[config.mk]
export PLATFORM = sky130hd
export DESIGN_NAME = fpeg_guard
export DESIGN_NICKNAME = d
export VERILOG_FILES = /design/src/rtl/fpeg_sync2.v /design/src/rtl/fpeg_settle.v /design/src/rtl/fpeg_guard.v
export VERILOG_INCLUDE_DIRS = /design/src /design/src/rtl
export SDC_FILE = /design/constraint.sdc
export NUM_CORES = 1
export LEC_CHECK = 0
export ABC_AREA = 1
export BUFFER_PORTS_ARGS = -buffer_cell sky130_fd_sc_hd__buf_2
export CAP_MARGIN = 20
export CORE_ASPECT_RATIO = 1.1
export CORE_UTILIZATION = 30
export DETAILED_ROUTE_END_ITERATION = 12
export PLACE_DENSITY = 0.64
export RECOVER_POWER = 100
export SKIP_CTS_REPAIR_TIMING = 1
export SLEW_MARGIN = 20
export SYNTH_ARGS = -nofsm -noshare
export SYNTH_HDL_FRONTEND = slang
export SYNTH_HIERARCHICAL = 1
export SYNTH_SLANG_ARGS = --single-unit
[constraint.sdc]
create_clock -name clk_i -period 2.7 [get_ports clk_i]
set_input_delay 0.54 -clock clk_i [delete_from_list [all_inputs] [get_ports clk_i]]
set_output_delay 0.54 -clock clk_i [all_outputs]
set_load 0.02 [all_outputs]
[src/rtl/fpeg_consts.vh]
// Constants for the flash program/erase guard: register offsets, fields, resets, timing.
// Assumes a 25 MHz system clock and a 32-bit Avalon-MM register port.
`ifndef FPEG_CONSTS_VH
`define FPEG_CONSTS_VH

// Register byte offsets
`define FPEG_OFS_FLASH_CTRL   4'h0
`define FPEG_OFS_BLOCK_A      4'h4
`define FPEG_OFS_BLOCK_B      4'h8
`define FPEG_OFS_WAIT_STATE   4'hc
`define FPEG_OFS_COND_CODE    4'h0
`define FPEG_OFS_STATUS_HI    4'h4

// Flash control register fields
`define FPEG_FC_PROG          0
`define FPEG_FC_ERASE         1
`define FPEG_FC_VFY_WRITE     2
`define FPEG_FC_VFY_CLEAR     3

// Wait-state control register fields
`define FPEG_WS_OVL_HIGH      7
`define FPEG_WS_OVL_LOW       6
`define FPEG_WS_RESET         8'h08

// Condition code interrupt mask bit
`define FPEG_CC_IMASK         7
`define FPEG_CC_RESET         8'h80

// Prewrite-verify settle time
`define FPEG_PWV_NS           4000
`define FPEG_CLK_NS           40
`define FPEG_PWV_CYC          ((`FPEG_PWV_NS + `FPEG_CLK_NS - 1) / `FPEG_CLK_NS)

// Overlap window for vectors
`define FPEG_VEC_RAM_BASE     16'hf800
`define FPEG_VEC_LIMIT        16'h007f

`endif

[src/rtl/fpeg_sync2.v]
// Two flip-flop synchroniser for one level from outside the clock domain.
// Assumes nothing but the system clock and asynchronous reset.
`timescale 1ns/1ns
`default_nettype none
module fpeg_sync2 (
   input  wire clk_i,
   input  wire rst_i,
   input  wire d_i,
   output reg  q_o
);
   reg meta;

   // First stage feeds only the second
   always @(posedge clk_i or posedge rst_i) begin
      if (rst_i) begin
         meta <= 1'b0;
         q_o  <= 1'b0;
      end else begin
         meta <= d_i;
         q_o  <= meta;
      end
   end
endmodule // fpeg_sync2
`default_nettype wire

[src/rtl/fpeg_settle.v]
// Settle counter: raises done after a whole number of cycles with start held.
// Assumes start_i is a level on the same clock.
`timescale 1ns/1ns
`default_nettype none
module fpeg_settle #(
   parameter CYCLES = 100,
   parameter W      = 8
) (
   input  wire clk_i,
   input  wire rst_i,
   input  wire start_i,
   output reg  done_o
);
   localparam [W-1:0] LAST = CYCLES - 1;  // Final count before done
   reg [W-1:0] count;

   // Restart whenever start drops
   always @(posedge clk_i or posedge rst_i) begin
      if (rst_i) begin
         count  <= {W{1'b0}};
         done_o <= 1'b0;
      end else if (!start_i) begin
         count  <= {W{1'b0}};
         done_o <= 1'b0;
      end else if (count == LAST) begin
         done_o <= 1'b1;
      end else begin
         count <= count + 1'b1;
      end
   end
endmodule // fpeg_settle
`default_nettype wire

[src/rtl/fpeg_guard.v]
// Flash program/erase guard: control, block select and wait-state registers,
// software and hardware protection, interrupt abort and vector overlap.
// Assumes an Avalon-MM master on clk_i; pins program_voltage_pin_i,
// hw_standby_i, sw_standby_i, nmi_i and irq_i are asynchronous.
//
// Our own choices: the address map and the Avalon-MM slave port.
`timescale 1ns/1ns
`default_nettype none
`include "fpeg_consts.vh"
module fpeg_guard #(
   parameter NBLK_A = 8,
   parameter NBLK_B = 8
) (
   input  wire        clk_i,
   input  wire        rst_i,
   // Avalon-MM slave
   input  wire [3:0]  avs_address_i,
   input  wire        avs_read_i,
   input  wire        avs_write_i,
   input  wire [31:0] avs_writedata_i,
   input  wire [3:0]  avs_byteenable_i,
   input  wire        avs_chipselect_hi_i,
   output reg  [31:0] avs_readdata_o,
   output reg         avs_waitrequest_o,
   // Pins and system events
   input  wire        program_voltage_pin_i,
   input  wire        hw_standby_i,
   input  wire        sw_standby_i,
   input  wire        boot_mode_i,
   input  wire        nmi_i,
   input  wire        irq_i,
   input  wire [15:0] cpu_addr_i,
   // Flash array control
   output reg         flash_program_o,
   output reg         flash_erase_o,
   output reg         flash_verify_write_o,
   output reg         flash_verify_clear_o,
   output reg         flash_prewrite_verify_o,
   output reg         flash_read_valid_o,
   output reg  [NBLK_A-1:0] block_enable_a_o,
   output reg  [NBLK_B-1:0] block_enable_b_o,
   output reg         vector_from_ram_o,
   output reg  [15:0] mapped_addr_o,
   output reg         irq_taken_o
);
   // Software-visible registers, bus handshake flag and standby edge history
   reg [7:0]        flash_control_reg;
   reg [NBLK_A-1:0] erase_block_select_a;
   reg [NBLK_B-1:0] erase_block_select_b;
   reg [7:0]        wait_state_ctrl_reg;
   reg [7:0]        condition_code_reg;
   reg              abort_lock;
   reg              access_done;
   reg              hw_standby_d;
   reg              sw_standby_d;

   // Synchronised pins
   wire vpp_ok;
   wire hw_stby;
   wire sw_stby;
   wire nmi_s;
   wire irq_s;
   wire boot_s;

   fpeg_sync2 u_sync_vpp (.clk_i(clk_i), .rst_i(rst_i),
      .d_i(program_voltage_pin_i), .q_o(vpp_ok));
   fpeg_sync2 u_sync_hws (.clk_i(clk_i), .rst_i(rst_i), .d_i(hw_standby_i), .q_o(hw_stby));
   fpeg_sync2 u_sync_sws (.clk_i(clk_i), .rst_i(rst_i), .d_i(sw_standby_i), .q_o(sw_stby));
   fpeg_sync2 u_sync_nmi (.clk_i(clk_i), .rst_i(rst_i), .d_i(nmi_i), .q_o(nmi_s));
   fpeg_sync2 u_sync_irq (.clk_i(clk_i), .rst_i(rst_i), .d_i(irq_i), .q_o(irq_s));
   fpeg_sync2 u_sync_boot (.clk_i(clk_i), .rst_i(rst_i), .d_i(boot_mode_i), .q_o(boot_s));

   // Decoded control bits
   wire ovl_hi   = wait_state_ctrl_reg[`FPEG_WS_OVL_HIGH];
   wire ovl_lo   = wait_state_ctrl_reg[`FPEG_WS_OVL_LOW];
   wire ovl_both = ovl_hi & ovl_lo;
   wire ovl_one  = ovl_hi ^ ovl_lo;
   wire fc_prog  = flash_control_reg[`FPEG_FC_PROG];
   wire fc_erase = flash_control_reg[`FPEG_FC_ERASE];
   wire fc_vw    = flash_control_reg[`FPEG_FC_VFY_WRITE];
   wire fc_vc    = flash_control_reg[`FPEG_FC_VFY_CLEAR];
   wire busy     = fc_prog | fc_erase;

   // Interrupt source with mask flag; NMI is never masked
   wire imask   = condition_code_reg[`FPEG_CC_IMASK];
   wire boot_ok = ~boot_s;                            // Boot program allows NMI only
   wire irq_in  = nmi_s | (irq_s & ~imask & boot_ok);

   // Register clearing conditions
   wire stby_entry = (hw_stby & ~hw_standby_d) | (sw_stby & ~sw_standby_d);
   wire fc_clear   = ~vpp_ok | hw_stby | stby_entry;

   // Software protection: nothing selected, emulation active or abort lock set
   wire no_blocks  = (erase_block_select_a == {NBLK_A{1'b0}}) &&
                     (erase_block_select_b == {NBLK_B{1'b0}});
   wire sw_protect = ovl_one | no_blocks | abort_lock;

   // Bus decode
   wire       req   = avs_read_i | avs_write_i;
   wire       wr    = avs_write_i & access_done;  // Lands at the edge waitrequest is seen low
   wire [7:0] wbyte = avs_byteenable_i[0] ? avs_writedata_i[7:0] : 8'h00;
   wire       be0   = avs_byteenable_i[0];
   wire       be1   = avs_byteenable_i[1];

   // Edge history of standby levels
   always @(posedge clk_i or posedge rst_i) begin
      if (rst_i) begin
         hw_standby_d <= 1'b0;
         sw_standby_d <= 1'b0;
      end else begin
         hw_standby_d <= hw_stby;
         sw_standby_d <= sw_stby;
      end
   end

   // Flash control and block select registers
   always @(posedge clk_i or posedge rst_i) begin
      if (rst_i) begin
         flash_control_reg    <= 8'h00;
         erase_block_select_a <= {NBLK_A{1'b0}};
         erase_block_select_b <= {NBLK_B{1'b0}};
      end else if (fc_clear) begin
         flash_control_reg    <= 8'h00;
         erase_block_select_a <= {NBLK_A{1'b0}};
         erase_block_select_b <= {NBLK_B{1'b0}};
      end else if (wr && be0 && !avs_chipselect_hi_i) begin
         // Abort keeps contents; only software writes, reset and the clear conditions change them
         case (avs_address_i)
            `FPEG_OFS_FLASH_CTRL: flash_control_reg <= {4'h0, wbyte[3:0]};
            `FPEG_OFS_BLOCK_A:    erase_block_select_a <= wbyte[NBLK_A-1:0];
            `FPEG_OFS_BLOCK_B:    erase_block_select_b <= wbyte[NBLK_B-1:0];
            default: ;
         endcase
      end
   end

   // Wait-state register survives software standby
   always @(posedge clk_i or posedge rst_i) begin
      if (rst_i) begin
         wait_state_ctrl_reg <= `FPEG_WS_RESET;
      end else if (hw_stby) begin
         wait_state_ctrl_reg <= `FPEG_WS_RESET;
      end else if (wr && be0 && !avs_chipselect_hi_i &&
                   avs_address_i == `FPEG_OFS_WAIT_STATE) begin
         wait_state_ctrl_reg <= wbyte;
      end
   end

   // Condition code mirror, written by the CPU core
   always @(posedge clk_i or posedge rst_i) begin
      if (rst_i) begin
         condition_code_reg <= `FPEG_CC_RESET;
      end else if (wr && be0 && avs_chipselect_hi_i &&
                   avs_address_i == `FPEG_OFS_COND_CODE) begin
         condition_code_reg <= wbyte;
      end
   end

   // Interrupt abort lock, cleared only by reset
   always @(posedge clk_i or posedge rst_i) begin
      if (rst_i) begin
         abort_lock <= 1'b0;
      end else if (irq_in && busy && vpp_ok) begin
         abort_lock <= 1'b1;
      end
   end

   // Prewrite-verify settle timer
   wire pwv_mode = ~fc_clear & ~fc_prog & ~fc_erase & ~fc_vw & ~fc_vc;
   wire pwv_done;

   fpeg_settle #(.CYCLES(`FPEG_PWV_CYC), .W(8)) u_pwv (
      .clk_i   (clk_i),
      .rst_i   (rst_i),
      .start_i (pwv_mode),
      .done_o  (pwv_done)
   );

   // Flash array drive; protection gates program and erase at once
   always @(posedge clk_i or posedge rst_i) begin
      if (rst_i) begin
         flash_program_o         <= 1'b0;
         flash_erase_o           <= 1'b0;
         flash_verify_write_o    <= 1'b0;
         flash_verify_clear_o    <= 1'b0;
         flash_prewrite_verify_o <= 1'b0;
         flash_read_valid_o      <= 1'b1;
         block_enable_a_o        <= {NBLK_A{1'b0}};
         block_enable_b_o        <= {NBLK_B{1'b0}};
      end else begin
         // Standby or lost voltage stops the array in the cycle of the clear
         flash_program_o  <= fc_prog & ~fc_clear & ~sw_protect & ~irq_in;
         flash_erase_o    <= fc_erase & ~fc_clear & ~sw_protect & ~irq_in;
         flash_verify_write_o    <= fc_vw & ~fc_clear;
         flash_verify_clear_o    <= fc_vc & ~fc_clear;
         flash_prewrite_verify_o <= pwv_mode;
         flash_read_valid_o      <= ~busy & (~pwv_mode | pwv_done);
         // Emulation protect disables every block, no selective choice
         block_enable_a_o <= ovl_one ? {NBLK_A{1'b0}} : erase_block_select_a;
         block_enable_b_o <= ovl_one ? {NBLK_B{1'b0}} : erase_block_select_b;
      end
   end

   // Vector overlap: RAM window over low flash when armed
   wire in_vec = (cpu_addr_i <= `FPEG_VEC_LIMIT);
   wire ovl_on = ovl_both & vpp_ok & (irq_in | boot_s);

   always @(posedge clk_i or posedge rst_i) begin
      if (rst_i) begin
         vector_from_ram_o <= 1'b0;
         mapped_addr_o     <= 16'h0000;
         irq_taken_o       <= 1'b0;
      end else begin
         vector_from_ram_o <= ovl_on & in_vec;
         mapped_addr_o     <= (ovl_on & in_vec) ? (cpu_addr_i | `FPEG_VEC_RAM_BASE)
                                                : cpu_addr_i;
         irq_taken_o       <= irq_in;
      end
   end

   // Avalon answer: one wait cycle, then ack with data
   always @(posedge clk_i or posedge rst_i) begin
      if (rst_i) begin
         access_done       <= 1'b0;
         avs_waitrequest_o <= 1'b1;
         avs_readdata_o    <= 32'h0000_0000;
      end else if (req && !access_done) begin
         access_done       <= 1'b1;
         avs_waitrequest_o <= 1'b0;
         if (avs_chipselect_hi_i) begin
            case (avs_address_i)
               `FPEG_OFS_COND_CODE: avs_readdata_o <= {24'h0, condition_code_reg};
               `FPEG_OFS_STATUS_HI: avs_readdata_o <= {24'h0, boot_s, abort_lock,
                                       busy, pwv_done, ovl_both, ovl_one, hw_stby, vpp_ok};
               default:             avs_readdata_o <= 32'h0000_0000;
            endcase
         end else begin
            case (avs_address_i)
               `FPEG_OFS_FLASH_CTRL: avs_readdata_o <= {24'h0, flash_control_reg};
               `FPEG_OFS_BLOCK_A:    avs_readdata_o <= {24'h0, erase_block_select_a};
               `FPEG_OFS_BLOCK_B:    avs_readdata_o <= {24'h0, erase_block_select_b};
               `FPEG_OFS_WAIT_STATE: avs_readdata_o <= {24'h0, wait_state_ctrl_reg};
               default:              avs_readdata_o <= 32'h0000_0000;
            endcase
         end
      end else begin
         access_done       <= 1'b0;
         avs_waitrequest_o <= 1'b1;
      end
   end

   // Unused upper lane is ignored; single byte registers
   wire unused_be = be1;
endmodule // fpeg_guard
`default_nettype wire

==> results of run 1 <==
==> routing by layer <==
metal | routed length [µm] | up-vias
li1 | - | 1773
met1 | 4960 | 1721
met2 | 5310 | 109
met3 | 621 | 12
met4 | 166 | 0
met5 | 0 | -
==> synthesized netlist by cell type, drive strengths merged <==
master  instances
nor4            1
dfrtp         105
a21boi          1
nand2          89
o31ai           7
o21ai          41
a21oi          12
a31oi           1
and2            1
nor2           77
inv            61
nand3          49
dfstp           4
ha              3
clkbuf          3
or2             1
buf            36
nor3            4
clkinv          1
xor2            1
conb            1
a41oi           1
o211ai          1
nand4          12
==> report_power, final <==
part           internal (W)  leakage (nW)  switching, W  total (W)
Clock              0.000723         0.142      0.000603    0.00133
Sequential          0.00169          1.42     0.0000298    0.00172
Combinational     0.0000764          1.04      0.000236   0.000313
Total               0.00249          2.60      0.000869    0.00336
==> final cells by class <==
type / instances / area (µm²) / share of cell area, %
clock inverter: 7 / 76.3 / 1.39
tap: 196 / 245 / 4.46
inverter: 62 / 234 / 4.26
sequential: 109 / 2730 / 49.7
clock buffer: 9 / 225 / 4.10
multi-input combinational: 326 / 1560 / 28.3
timing repair buffer: 96 / 424 / 7.72
==> cell families (layout without fill, tap and decap cells) <==
group                    count (synthesis)  in the layout  share of synthesized area (%)
AND/OR/NAND/NOR                        234            234                           22.5
flip-flops                             109            109                           57.7
buffers and inverters                  101            174                           10.5
AO/OA/AOI/OAI                           64             64                           8.22
adder cells (fa/ha/maj)                  3              3                          0.793
other                                    1             24                         0.0792
XOR/XNOR                                 1              1                          0.185
==> through the flow <==
step	util [%]	power [W]	instance area [µm²]
2_1_floorplan	-	0.00199	4820
3_3_place_gp	34.8	0.00208	5310
3_5_place_dp	34.8	0.00209	5310
4_1_cts	36.8	0.00341	5610
5_1_grt	36.1	0.00350	5490
6_report	36.1	0.00336	5490
==> how the worst max path moves through the flow <==
stage                                       end  slack (ps)  cells past startpoint
after floorplan                  u_pwv/count[3]         960                      8
after global placement    condition_code_reg[6]         710                      6
after detailed placement  condition_code_reg[3]         700                      6
after CTS                        u_pwv/count[3]         750                      6
after global routing             u_pwv/count[3]         430                      6
final                            u_pwv/count[3]         690                      6
==> reports/qor.txt, run 1 <==
================================================================================
Initial antenna violation count                                                0
Register ranked first by flip-flop count                            mapped_addr_o
Standard cell with the maximum stage delay on the critical path     sky130_fd_sc_hd__dfrtp_1
Timing startpoint of the critical path                              u_sync_hws/q_o
Most common cell after layout, fill and taps aside                  sky130_fd_sc_hd__dfrtp_1
Pwr/cell area                                                         611 nW/µm²
RR Endpoint                                                         u_pwv/count[3]
Category of the worst setup path launch point                          flip-flop
Post-route DRC                                                                 0
Die X                                                                     122 µm
Std-Cell Rows                                                                 47
Worst endpoint required time                                             2980 ps
Global route hottest layer                                                  met2
Pin slew with the least headroom to its limit                            1100 ps
Leakage dissipation                                                      2.60 nW
Number of cells on the worst reg-to-reg path                                   6
Shortest clock period the worst path allows after layout                 2010 ps
H-tree levels                                                                  3
Outcome                                                                completed
CP Buf/Inv Count                                                               2
Detailed placement HPWL                                                  8.49 mm
Root Driver                                                         sky130_fd_sc_hd__clkbuf_16
CTS tree                                                                    done
Number of maximum-capacitance violations                                       0
Crit path setup slack, layout                                             690 ps
Largest area contributor in the netlist                             sky130_fd_sc_hd__dfrtp_1
Post-Place Setup Slack                                                    698 ps
Setup violation total in the final timing report                               0
Minimum hold slack                                                        165 ps
WL final                                                                 11.1 mm
Average via count per standard cell                                         4.49
Unrepaired setup endpoints after global routing                               no
Relative slew margins                                                      26.6%
Largest vdd supply drop                                                 0.258 mV
Diodes inserted                                                                0
Dpl cells                                                                    789
Clock-pin slew on the worst setup and hold paths                           70 ps
Leftover overflow at the end of global routing                                 0
Count of clock tree sinks                                                    109
Biggest cell delay along the critical path                                540 ps
Layout overhead on the synthesized area                                    16.0%
Fraction of post-synthesis cell area in the top cell type by area          55.5%
Number of nets in the finished design                                        674
Vias in the first global route                                              3418
Signal arrival time at the worst endpoint                                2290 ps
Crit share post-route                                                      74.4%
Count of state elements after synthesis                                      109
Highest-count cells in the layout ignoring fill and taps            sky130_fd_sc_hd__dfrtp_1, sky130_fd_sc_hd__nand2_1, sky130_fd_sc_hd__nor2_1
Number of slew-limit violations in the final report                            0
Total clock buffers created by CTS                                             9
Ordered list of cells on the worst path                             nor3_4, inv_1, nor4_1, buf_4, o21ai_0, a21oi_1
Filler-free cell count of the finished design                                805
Placeable core region                                                  15200 µm²
Setup Skew                                                               6.82 ps
Pre-Repair DR Iteration Count                                                  5
Number of I/O pins                                                           140
Count of input and output buffers                                             88
Total global-route track usage                                             14.1%
Via count of the routed design                                              3615
Per-instance average area after synthesis                               9.23 µm²
Max Freq                                                                 498 MHz
Layout cell share with drive strength beyond 1                             14.0%
Kind of critical path                                               flip-flop to flip-flop
Critical Path End Type                                                 flip-flop
Routed len/inst                                                          13.7 µm
Crit-path leading delay family                                      simple AND/OR/NAND/NOR gates
Met1 usage                                                                 18.9%
Total negative slack                                                        0 ps
Die ar.                                                                16300 µm²
Critical register-to-register path startpoint                       u_sync_hws/q_o
Yosys warning count                                                            6
Final weighted congestion in routability-driven placement                  0.858
Hold Path Class                                                     primary input to async pin
Die height                                                                134 µm
Pin count of the biggest net entering global routing                          27
Mapped Cells                                                                 513
Filler cells                                                                1603
Drt initial violations                                                       259
Synthesized cell area                                                   4730 µm²
Effective utilization at floorplan                                         31.1%
Highest net fanout along the worst path                                       12
Final hold violations                                                          0
Maximum root-to-sink buffer count                                              2
Routing usage on met2                                                      22.2%
Portion of the post-synthesis area used by sequential elements             57.7%
Number of flip-flops under the largest register name                          16
Number of distinct library cells after synthesis                              35
Antenna Violating Nets Remaining                                               0
First-pass GRT wire length                                               17.4 mm
Clock latency on the worst-skew pair                                      350 ps
Register-to-register setup slack                                          690 ps
Leading post-synthesis cells by cell area                           sky130_fd_sc_hd__dfrtp_1, sky130_fd_sc_hd__nand2_1, sky130_fd_sc_hd__nor2_1
Met3 global-route usage                                                    3.64%
================================================================================
Power figures use the tool's default switching activity.
==> run 2, diff against run 1 <==
clock period = 1.79 ns   (was 2.7 ns; I/O delays follow)
==> run 2 against run 1 <==
Effect of this change: design area is 1.5% higher; cell count is 1.1% higher; sequential power is 51% higher; first-iteration DRC count is 16% lower; critical path type unchanged.
==> reports/qor.txt, run 2 (synthesized netlist as in run 1, its figures left out) <==
==============================================================================
Final hold violations                                                        0   unchanged
Std-Cell Rows                                                               47   unchanged
Pwr/cell area                                                       914 nW/µm²   +50%
Number of maximum-capacitance violations                                     0   unchanged
Unrepaired setup endpoints after global routing                             no
Leftover overflow at the end of global routing                               0   unchanged
Hold Path Class                                                   primary input to flip-flop
Shortest clock period the worst path allows after layout               1650 ps   -355 ps
Hold_sp                                                           cpu_addr_i[1]
Setup Skew                                                             9.75 ps   +2.93 ps
Maximum root-to-sink buffer count                                            2   unchanged
Filler cells                                                              1589   -0.87%
Total chip power                                                     0.00510 W   +52%
Crit-path leading delay family                                    buffers and inverters
CP Buf/Inv Count                                                             2   unchanged
Most common cell after layout, fill and taps aside                sky130_fd_sc_hd__dfrtp_1
Vias in the first global route                                            3494   +2.2%
Clock group share of total power                                         39.5%   about the same
Effective utilization at floorplan                                       31.1%   unchanged
Multi-input gate area in the final layout                             1560 µm²   +0.24%
Total global-route track usage                                           14.5%   +0.38 points
Diodes inserted                                                              0   unchanged
Number of flip-flops under the largest register name                        16   unchanged
Critical Path End Type                                               flip-flop
Number of cells on the worst reg-to-reg path                                 5   -1
Routed len/inst                                                        14.0 µm   +1.9%
Highest-count cells in the layout ignoring fill and taps          sky130_fd_sc_hd__dfrtp_1, sky130_fd_sc_hd__nand2_1, sky130_fd_sc_hd__nor2_1
Die ar.                                                              16300 µm²   unchanged
Pre-Repair DR Iteration Count                                                4   -1
Root Driver                                                       sky130_fd_sc_hd__clkbuf_16
Pin slew with the least headroom to its limit                           675 ps   -427 ps
Drt initial violations                                                     218   -16%
Number of I/O pins                                                         140   unchanged
Layout overhead on the synthesized area                                  17.8%
Number of slew-limit violations in the final report                          0   unchanged
Signal arrival time at the worst endpoint                              1930 ps   -360 ps
Number of nets in the finished design                                      683   +1.3%
Worst endpoint required time                                           2070 ps   -910 ps
Initial antenna violation count                                              0   unchanged
Count of input and output buffers                                           88   unchanged
Post-route DRC                                                               0   unchanged
Count of clock tree sinks                                                  109   unchanged
Max Freq                                                               605 MHz   +21%
Layout cell share with drive strength beyond 1                           15.2%   +1.3 points
CTS tree                                                                  done
WL final                                                               11.4 mm   +3.1%
Total negative slack                                                      0 ps   unchanged
Die X                                                                   122 µm   unchanged
Dominant cell type by count on the critical path                  sky130_fd_sc_hd__nor2_1
Ordered list of cells on the worst path                           clkbuf_1, clkinv_1, nor2_1, nor2_1, a21oi_1
Clock-pin slew on the worst setup and hold paths                         70 ps   about the same
Standard cell with the maximum stage delay on the critical path   sky130_fd_sc_hd__dfrtp_1
WHS Path Cells                                                               1
Seq pwr share                                                            50.8%   -0.4 points
Critical register-to-register path startpoint                     u_sync_hws/q_o
Pin count of the biggest net entering global routing                        30   +11%
Hold Path Sink                                                    mapped_addr_o[1]
Antenna Violating Nets Remaining                                             0   unchanged
Largest vdd supply drop                                               0.384 mV   +49%
Kind of critical path                                             flip-flop to flip-flop
Int Power                                                            0.00377 W   +51%
RR Endpoint                                                       avs_readdata_o[1]
Setup violation total in the final timing report                             0   unchanged
Average via count per standard cell                                       4.45   -0.83%
Register-to-register setup slack                                        140 ps   -550 ps
Crit share post-route                                                    92.4%   +18 points
P_sw                                                                 0.00133 W   +53%
Outcome                                                              completed
Detailed placement HPWL                                                8.74 mm   +2.8%
Via count of the routed design                                            3625   +0.28%
Register ranked first by flip-flop count                          mapped_addr_o
Biggest cell delay along the critical path                              400 ps   -140 ps
First-pass GRT wire length                                             17.8 mm   +2.1%
Final weighted congestion in routability-driven placement                0.884   +3.0%
Relative slew margins                                                    55.0%   +28 points
Highest net fanout along the worst path                                     10   -2
Die height                                                              134 µm   unchanged
H-tree levels                                                                3   unchanged
Share of power burned in combinational logic                              9.7%   +0.4 points
Category of the worst setup path launch point                        flip-flop
Sequential standard cell area                                         2730 µm²   unchanged
Total clock buffers created by CTS                                           9   unchanged
Placeable core region                                                15200 µm²   unchanged
Fraction of power spent switching nets                                   26.1%   +0.21 points
Leakage dissipation                                                    2.64 nW   +1.5%
Clock latency on the worst-skew pair                                    350 ps   about the same
==============================================================================
run 2: cell types whose count changed in the layout (fill, tap and decap cells not counted), moves of 2 or more:
cell	delta
sky130_fd_sc_hd__buf_4	+3
sky130_fd_sc_hd__clkbuf_4	+2
sky130_fd_sc_hd__clkinv_4	-2
sky130_fd_sc_hd__clkinvlp_4	+2
sky130_fd_sc_hd__o21ai_1	+2
run 2: how the worst max path moves through the flow:
stage | startpoint | to | slack (ps) | depth (start not counted)
5_1_grt | u_sync_vpp/q_o | erase_block_select_a[1] | 10 | 7
6_report | u_sync_hws/q_o | avs_readdata_o[1] | 140 | 5
2_1_floorplan | u_sync_hws/q_o | u_pwv/count[3] | 50 | 8
3_3_place_gp | avs_address_i[1] | condition_code_reg[3] | 50 | 6
4_1_cts | u_sync_vpp/q_o | u_pwv/count[3] | 240 | 7
3_5_place_dp | avs_address_i[1] | condition_code_reg[3] | 4 | 6
run 2: final cells by class:
cell class	count	share of cell area [%]
clock buffers	9	4.04
flip-flops and latches	109	49.0
multi-input cells	326	28.0
well taps	196	4.40
inverters	62	4.24
repair buffers	105	9.00
clock inverters	7	1.35
run 2: per-stage QoR:
stage	utilization (%)	std cells	hold slack [ps]	cell area, µm²	worst slack (ps)
final	36.6	814	109	5580	136
after detailed placement	35.6	797	302	5420	3.76
after global routing	36.6	814	99.8	5580	14.5
after global placement	35.6	797	303	5420	49.9
after floorplan	-	536	99.2	4820	51.5
after CTS	37.5	813	-76.0	5720	245
run 2: metal layers:
| layer | vias to the layer above | wire (µm) | global-route usage [%] |
|---|---|---|---|
| li1 | 1788 | - | - |
| met1 | 1730 | 4930 | 18.5 |
| met2 | 98 | 5660 | 24.1 |
| met3 | 9 | 650 | 2.95 |
| met4 | 0 | 161 | 5.35 |
| met5 | - | 0 | 0 |
run 2: worst reg2reg max path, stage by stage (launching register included):
cell and delay, ps:
sky130_fd_sc_hd__dfrtp_1 400, sky130_fd_sc_hd__clkbuf_1 390, sky130_fd_sc_hd__clkinv_1 390, sky130_fd_sc_hd__nor2_1 190
sky130_fd_sc_hd__nor2_1 70, sky130_fd_sc_hd__a21oi_1 130
run 2: power by group through the flow:
stage | registers, W | clock network, W | logic, W
2_1_floorplan | 0.00271 | 0 | 0.000289
3_3_place_gp | 0.00264 | 0 | 0.000533
3_5_place_dp | 0.00264 | 0 | 0.000537
4_1_cts | 0.00259 | 0.00206 | 0.000540
5_1_grt | 0.00260 | 0.00216 | 0.000550
6_report | 0.00259 | 0.00201 | 0.000495
